[src/rtl/standby_defs.svh]
// Purpose: Constants for the standby control block
// Assumes: core_clk at 250 MHz
// Notes:   Types live in standby_pkg
`ifndef STANDBY_DEFS_SVH
`define STANDBY_DEFS_SVH
`define CLK_PERIOD_NS      4
`define MACHINE_CYCLE_NS   2500
`define MCYC_CLKS          ((`MACHINE_CYCLE_NS + `CLK_PERIOD_NS - 1) / `CLK_PERIOD_NS)
`define RESET_MCYCLES      5
`define RESET_VECTOR       12'h000
`define INT_WINDOW_MCYC    1
`endif

[src/rtl/standby_pkg.sv]
// Purpose: Types for the standby control block
// Assumes: Nothing
// Notes:   One-hot state codes
package standby_pkg;
	typedef enum logic [4:0] {
		ST_RESET = 5'b0_0001,
		ST_RUN   = 5'b0_0010,
		ST_HALT  = 5'b0_0100,
		ST_STOP  = 5'b0_1000,
		ST_WAKE  = 5'b1_0000
	} standby_state_t;
endpackage

[src/rtl/sync_two_ff.sv]
// Purpose: Two flip-flop synchroniser for pin inputs
// Assumes: Asynchronous pins
// Notes:   Stage one feeds stage two only
`timescale 1ns/10ps
`default_nettype none
module sync_two_ff #(
	parameter int        WIDTH = 1,
	parameter logic [WIDTH-1:0] INIT = '0
) (
	input  wire logic             core_clk,
	input  wire logic             reset_n,
	input  wire logic [WIDTH-1:0] async_in,
	output logic      [WIDTH-1:0] sync_out
);
	logic [WIDTH-1:0] stage1;

	always_ff @(posedge core_clk or negedge reset_n) begin
		if (!reset_n) begin
			stage1   <= INIT;
			sync_out <= INIT;
		end else begin
			stage1   <= async_in;
			sync_out <= stage1;
		end
	end
endmodule
`default_nettype wire

[src/rtl/standby_halt_stop_control.sv]
// Purpose: Halt and Stop standby control of a small 8-bit microcomputer core
// Assumes: core_clk is the free-running oscillator clock; pins are asynchronous
// Notes:   cpu_clk_en gates the processor clock; pin reset is reset_pin_n
//
// How it works
// - Halt keeps oscillator, gates processor clock
// - Halt freezes all processor state
// - Halt entered by instruction; left by interrupt/reset
// - Enabled interrupt wakes, vectors after instructions
// - Disabled interrupt wakes, continues after halt
// - Interrupt accepted just before halt runs first
// - Reset in halt restarts at address 0
// - Stop halts oscillator, keeps only RAM
// - Reset release after stable; start at 0
// - Reset lasts at least five machine cycles
// - Control high restarts oscillator
// - Any reset disables external interrupt
`timescale 1ns/10ps
`default_nettype none
`include "standby_defs.svh"

module standby_halt_stop_control #(
	parameter int RESET_MCYC = `RESET_MCYCLES,
	parameter int MCYC       = `MCYC_CLKS
) (
	input  wire logic        core_clk,
	input  wire logic        reset_n,
	input  wire logic        reset_pin_n,
	input  wire logic        int_pin_n,
	input  wire logic        osc_run_ctrl,
	input  wire logic        halt_exec,
	input  wire logic        int_enable_set,
	input  wire logic        int_enable_clr,
	input  wire logic        irq_accepted,
	output logic             cpu_clk_en,
	output logic             osc_enable,
	output logic             cpu_reset,
	output logic             ram_retain,
	output logic             int_enabled,
	output logic             wake_take_int,
	output logic             wake_pulse,
	output logic             reset_done,
	output logic             bus_unstable,
	output logic      [11:0] start_address
);
	if (RESET_MCYC < 1 || RESET_MCYC > 255 || MCYC < 1 || MCYC > 65535) begin : gen_bad_params
		$error("standby_halt_stop_control: unsupported parameter values");
	end

	standby_pkg::standby_state_t state;
	standby_pkg::standby_state_t next_state;
	logic [2:0]  sync_out;
	logic        rst_pin_s;
	logic        int_pin_s;
	logic        osc_ctrl_s;
	logic [15:0] clk_cnt;
	logic [7:0]  mcyc_cnt;
	logic [15:0] pre_halt_cnt;
	logic [15:0] window_load;
	logic        pending_int;

	// Pin inputs pass two flops on the free-running clock
	sync_two_ff #(
		.WIDTH (3),
		.INIT  (3'b110)
	) u_sync (
		.core_clk (core_clk),
		.reset_n  (reset_n),
		.async_in ({osc_run_ctrl, int_pin_n, reset_pin_n}),
		.sync_out (sync_out)
	);

	assign rst_pin_s  = sync_out[0];
	assign int_pin_s  = sync_out[1];
	assign osc_ctrl_s = sync_out[2];

	wire mcyc_tick   = (clk_cnt == 16'(MCYC - 1));
	wire rst_long    = (mcyc_cnt >= 8'(RESET_MCYC));
	wire stop_req    = !rst_pin_s && !osc_ctrl_s;
	wire int_wake    = !int_pin_s;
	wire late_accept = irq_accepted || (pre_halt_cnt != 16'h0000);
	wire in_reset    = (state == standby_pkg::ST_RESET);

	// Next-state decodes shared by the output registers
	wire next_is_reset = (next_state == standby_pkg::ST_RESET);
	wire next_is_run   = (next_state == standby_pkg::ST_RUN);
	wire next_is_stop  = (next_state == standby_pkg::ST_STOP);
	wire next_is_wake  = (next_state == standby_pkg::ST_WAKE);
	wire take_vector   = next_is_wake && (int_enabled || pending_int);
	wire reset_aged    = in_reset && rst_long;
	wire early_stop    = in_reset && !rst_long && !osc_ctrl_s;

	// One full machine cycle of look-back for an interrupt accepted before halt
	assign window_load = 16'(`INT_WINDOW_MCYC * MCYC);

	// State transitions
	always_comb begin
		next_state = state;
		case (state)
			standby_pkg::ST_RESET: begin
				if (stop_req && rst_long)
					next_state = standby_pkg::ST_STOP;
				else if (rst_pin_s && rst_long)
					next_state = standby_pkg::ST_RUN;
			end
			standby_pkg::ST_RUN: begin
				if (!rst_pin_s)
					next_state = standby_pkg::ST_RESET;
				else if (halt_exec)
					next_state = standby_pkg::ST_HALT;
			end
			standby_pkg::ST_HALT: begin
				if (!rst_pin_s)
					next_state = standby_pkg::ST_RESET;
				else if (int_wake)
					next_state = standby_pkg::ST_WAKE;
			end
			standby_pkg::ST_STOP: begin
				if (osc_ctrl_s)
					next_state = standby_pkg::ST_RESET;
			end
			standby_pkg::ST_WAKE: begin
				next_state = standby_pkg::ST_RUN;
			end
			default: next_state = standby_pkg::ST_RESET;
		endcase
	end

	// State register
	always_ff @(posedge core_clk or negedge reset_n) begin
		if (!reset_n)
			state <= standby_pkg::ST_RESET;
		else
			state <= next_state;
	end

	// Machine-cycle timer; the count runs only in ST_RESET and is cleared in every other state
	always_ff @(posedge core_clk or negedge reset_n) begin
		if (!reset_n) begin
			clk_cnt  <= 16'h0000;
			mcyc_cnt <= 8'h00;
		end else if (!in_reset || state == standby_pkg::ST_STOP) begin
			clk_cnt  <= 16'h0000;
			mcyc_cnt <= 8'h00;
		end else begin
			clk_cnt <= mcyc_tick ? 16'h0000 : clk_cnt + 16'h0001;
			if (mcyc_tick && !rst_long)
				mcyc_cnt <= mcyc_cnt + 8'h01;
		end
	end

	// Interrupt accepted within one machine cycle before halt stays pending
	always_ff @(posedge core_clk or negedge reset_n) begin
		if (!reset_n) begin
			pre_halt_cnt <= 16'h0000;
			pending_int  <= 1'b0;
		end else begin
			if (irq_accepted)
				pre_halt_cnt <= window_load;
			else if (pre_halt_cnt != 16'h0000)
				pre_halt_cnt <= pre_halt_cnt - 16'h0001;
			if (in_reset)
				pending_int <= 1'b0;
			else if (state == standby_pkg::ST_RUN && halt_exec && late_accept)
				pending_int <= 1'b1;
			else if (state == standby_pkg::ST_WAKE)
				pending_int <= 1'b0;
		end
	end

	// Interrupt enable; cleared on the same edge that raises cpu_reset
	always_ff @(posedge core_clk or negedge reset_n) begin
		if (!reset_n)
			int_enabled <= 1'b0;
		else if (next_is_reset || next_is_stop)
			int_enabled <= 1'b0;
		else if (int_enable_set)
			int_enabled <= 1'b1;
		else if (int_enable_clr)
			int_enabled <= 1'b0;
	end

	// Processor clock gate and wake pulses
	always_ff @(posedge core_clk or negedge reset_n) begin
		if (!reset_n) begin
			wake_pulse    <= 1'h0;
			wake_take_int <= 1'h0;
			cpu_clk_en    <= 1'h0;
		end else begin
			wake_pulse    <= next_is_wake;
			wake_take_int <= take_vector;
			cpu_clk_en    <= next_is_run || next_is_wake;
		end
	end

	// Oscillator, core reset and RAM hold
	always_ff @(posedge core_clk or negedge reset_n) begin
		if (!reset_n) begin
			osc_enable    <= 1'h1;
			cpu_reset     <= 1'h1;
			ram_retain    <= 1'h0;
		end else begin
			osc_enable    <= !next_is_stop;
			cpu_reset     <= next_is_reset || next_is_stop;
			ram_retain    <= next_is_stop;
		end
	end

	// Reset status and start address
	always_ff @(posedge core_clk or negedge reset_n) begin
		if (!reset_n) begin
			reset_done    <= 1'h0;
			bus_unstable  <= 1'h0;
			start_address <= `RESET_VECTOR;
		end else begin
			reset_done    <= reset_aged;
			bus_unstable  <= early_stop;
			start_address <= `RESET_VECTOR;
		end
	end
endmodule
`default_nettype wire

[config.mk]
export PLATFORM = sky130hd
export DESIGN_NAME = standby_halt_stop_control
export DESIGN_NICKNAME = d
export VERILOG_FILES = /design/src/rtl/standby_pkg.sv /design/src/rtl/sync_two_ff.sv /design/src/rtl/standby_halt_stop_control.sv
export VERILOG_INCLUDE_DIRS = /design/src /design/src/rtl
export SDC_FILE = /design/constraint.sdc
export NUM_CORES = 1
export LEC_CHECK = 0
export BUFFER_PORTS_ARGS = -buffer_cell sky130_fd_sc_hd__buf_2
export CAP_MARGIN = 20
export CORE_MARGIN = 4
export CORE_UTILIZATION = 59
export DETAILED_ROUTE_END_ITERATION = 12
export GPL_TIMING_DRIVEN = 0
export PLACE_DENSITY = 0.87
export SLEW_MARGIN = 25
export SYNTH_ARGS = -nofsm -noshare
export SYNTH_HDL_FRONTEND = slang
export SYNTH_SLANG_ARGS = --single-unit
[constraint.sdc]
create_clock -name core_clk -period 2.55 [get_ports core_clk]
set_input_delay 0.51 -clock core_clk [delete_from_list [all_inputs] [get_ports core_clk]]
set_output_delay 0.51 -clock core_clk [all_outputs]
set_load 0.005 [all_outputs]
==> results.md <==
* Post-detail-place hpwl at 4041 um
* Initial antenna violation count at 0
* Layout Cell Area excl Fill at 3452 um2
* Number of input and output port buffers inserted at 17
* Initial core utilization at 62.72%
* Run status: finished, final reports clean
* Iteration-0 DRC Markers at 180
* Number of sinks handled by clock tree synthesis at between 60 and 70
* Vias at ~2,300
* Count of filler cells inserted in the layout at around 370
* Wire length of the first global-routing pass at ~10,000 um
* Max H-tree Level at 3
* Setup total negative slack at 0 ps
* Clock network power share at just over 40%
* Net switching power of the design at 426.8 uW
* Sw Ratio at 23.05%
* Worst-Margin Slew at 733.5 ps
* Type of the most critical hold path: input port to asynchronous set/reset pin
* FFs w/ async S/R, synth at 100.0%
* Number of buffers inserted to repair setup after CTS at 0
* Largest driver fanout on the critical path at 6
* Clock latency at the later pin of the worst-skew pair at ~340 ps
* Die Area at about 6400 um2
* Number of max-capacitance violations reported at 0
* Post-synthesis sequential element count at 61
* Setup-failing EPs final at 0
* Number of rows created at floorplan at 25
* Aggregate global-route resource usage at 20.48%
* Maximum number of pins on one net before global-route repair at between 60 and 70
* Maximum clock frequency at 435.3 MHz
* Critical path required time at 2770 ps
* Worst slew margin relative to its limit at about half
* Detailed-route wire length at around 5700 um
* Internal power of the cells at between 1000 and 1500 uW
* Floorplan Core Area at 4880 um2
* Proportion of layout cells with a drive suffix above 1 at 18.60%
* Category of the critical setup timing path: flop to flop
* Number of nets with antenna violations after detailed routing at 0
* Data arrival, critical path at ~2500 ps
* Flip-flop and latch area at 1535 um2
* Number of buffers and inverters on the critical path at 1
* Vias per Instance at 5.689
* Distinct cell type count of the synthesized netlist at 57
* Number of clock buffers inserted by TritonCTS at 9
* Area grow syn2layout at 12.80%
* Vias in the first global route at 2,255
* Final number of hold-violating endpoints at 0
* Slew Limit Fails at 0
* Summed instance area of the synthesized netlist at 3060 um2
* Post-Route Utilization at 70.74%
* Cell count after synthesis at 300
* Sequential-to-total area share from yosys stat at 50.16%
* Resized cells post-CTS at 0
* Post-placement cell area at 3273 um2
* DR DRC count at 0
* Crit path capture type: flop
* Clock Skew at 8.388 ps
* Min cycle time layout at 2297 ps
* Critical path's top delay family: simple AND/OR/NAND/NOR gates
* Power per cell area at around 540 nW/um2
* Critical Path Source Type: flop
* Final weighted congestion in routability-driven placement at 0.8206
* Number of synthesis warnings at 0
* Number of buffers on the longest clock path at 2
* Multi-input combinational cell area at 1391 um2
* Worst VDD drop at 0.0003408 V
* Predominant post-synthesis flop cell: sky130_fd_sc_hd__dfrtp_1
* Critical-path cell list: inv_1, ha_1, nor4b_1, nand2b_1, nor4_1, mux2_1
* ANT cells at 0
* CTS Hold Bufs at 0
* Synthesized area per cell at 10.20 um2
* Count of flip-flops with a built-in enable after synthesis at 0
* Setup repair after global routing missed its margin: false
* Buffer cell driving the clock tree root: sky130_fd_sc_hd__clkbuf_8
* Number of iterations in the first detailed-routing pass at 4
* Global route total overflow at 0
* Final worst path period share at 90.10%
* Share of power burned in registers at 54.0%
* LEAKAGE at about 0.0016 uW
* Final #Nets at 354
* Post-CTS clock slew at the launch and capture registers of the worst setup and hold paths at roughly 70 ps
* Height of the die at 80.02 um
* Largest stage delay on the critical path at ~560 ps
* Fraction of power consumed by combinational cells at ~4.6%
* CTS tree: done
* Die outline width at about 80 um
* Slowest cell on the critical path: sky130_fd_sc_hd__nor4b_1
* Per-cell routed wire length at 13.95 um
* Boundary pin count at 30
power by group through the flow:
stage                     Clock, uW  Combinational [uW]  Sequential [uW]
after floorplan                   0                51.8             1010
after global placement            0                82.4             1020
after detailed placement          0                84.9             1020
after CTS                       783                85.5              999
after global routing            828                98.5             1000
final                           767                85.4              999
registers in the layout, indices dropped and copies added, names as in the netlist:
name	flops
pending_int	1
bus_unstable	1
u_sync.sync_out	3
int_enabled	1
pre_halt_cnt	16
osc_enable	1
u_sync.stage1	3
cpu_clk_en	1
wake_pulse	1
clk_cnt	16
state	5
ram_retain	1
wake_take_int	1
mcyc_cnt	8
reset_done	1
cpu_reset	1
kinds of logic (layout without fill, tap and decap cells):
family          Yosys count  in the layout  share of synthesized area [%]
simple gates            137            137                          27.11
flops                    61             61                          50.16
compound gates           42             42                          8.667
buf+inv                  34             67                          5.724
xor+xnor                 14             14                          4.007
fa+ha+maj                 6              6                          2.453
mux                       5              5                          1.758
other cells               1             12                         0.1225
per-layer routing:
metal  vias to the layer above  wire length [um]  track usage (%)
li1                       1126                 -                -
met1                      1145              2512            24.43
met2                        57              2886            34.93
met3                        10               262            6.095
met4                         0                73            7.264
met5                         -                 0                0
cells in the final DEF (no fill, tap or decap), types with 11 or more instances in the layout:
cell type,count
sky130_fd_sc_hd__a21oi_1,13
sky130_fd_sc_hd__buf_2,18
sky130_fd_sc_hd__buf_4,13
sky130_fd_sc_hd__clkbuf_8,11
sky130_fd_sc_hd__conb_1,12
sky130_fd_sc_hd__dfrtp_1,54
sky130_fd_sc_hd__inv_1,11
sky130_fd_sc_hd__nand2_1,13
sky130_fd_sc_hd__nand3_1,11
sky130_fd_sc_hd__nor2_1,29
sky130_fd_sc_hd__o21ai_0,11
sky130_fd_sc_hd__xor2_1,12
final timing paths:
kind / slack, ps / startpoint / end / cells past startpoint
min in group core_clk: 270 / int_pin_n / u_sync.stage1[1]$_DFF_PN1_ / 1
hold reg to reg: 370 / u_sync.stage1[1]$_DFF_PN1_ / u_sync.sync_out[1]$_DFF_PN1_ / 0
setup / recovery: 250 / pre_halt_cnt[0]$_DFFE_PN0P_ / pre_halt_cnt[8]$_DFFE_PN0P_ / 6
hold / removal: 230 / reset_n / mcyc_cnt[1]$_DFFE_PN0P_ / 1
setup reg to reg: 250 / pre_halt_cnt[0]$_DFFE_PN0P_ / pre_halt_cnt[8]$_DFFE_PN0P_ / 6
max in group asynchronous: 1830 / reset_n / u_sync.stage1[0]$_DFF_PN0_ / 1
Yosys cell counts, drive strengths merged (3+ instances only):
library cell | instances | area (um2)
nand2 | 13 | 48.80
inv | 11 | 41.29
clkbuf | 8 | 30.03
and2 | 7 | 45.05
or4 | 7 | 56.30
nor2 | 29 | 108.9
mux2 | 3 | 33.78
and3 | 3 | 18.77
dfrtp | 54 | 1351
nor3 | 9 | 50.05
nand2b | 6 | 45.04
and4 | 3 | 26.28
nand3 | 11 | 55.05
o31ai | 3 | 22.52
a21oi | 13 | 65.06
o21ai | 12 | 60.05
nor2b | 7 | 43.79
a31oi | 3 | 18.77
ha | 6 | 75.07
nor4 | 10 | 77.57
or2 | 4 | 27.53
or3 | 6 | 37.54
nand4 | 6 | 37.54
nor3b | 3 | 27.52
dfstp | 7 | 183.9
and4b | 3 | 30.03
buf | 15 | 103.9
xor2 | 12 | 105.1
final cells by class:
type,count,share of cell area (%)
Sequential cell,61,44.47
Multi-Input combinational cell,216,40.30
Clock buffer,13,4.603
Buffer,23,3.878
Timing Repair Buffer,17,2.537
Tap cell,67,2.428
Inverter,11,1.196
Clock inverter,3,0.5799
stage by stage:
stage	std cells	setup slack (ps)	total power (uW)	hold WS, ps
6_report	411	252.5	1852	229.8
5_1_grt	411	113.7	1927	249.7
4_1_cts	411	269.3	1868	250.5
3_5_place_dp	395	299.0	1101	356.2
3_3_place_gp	395	404.2	1098	352.6
2_1_floorplan	311	548.7	1064	214.4
(Power assumes the default switching activity.)
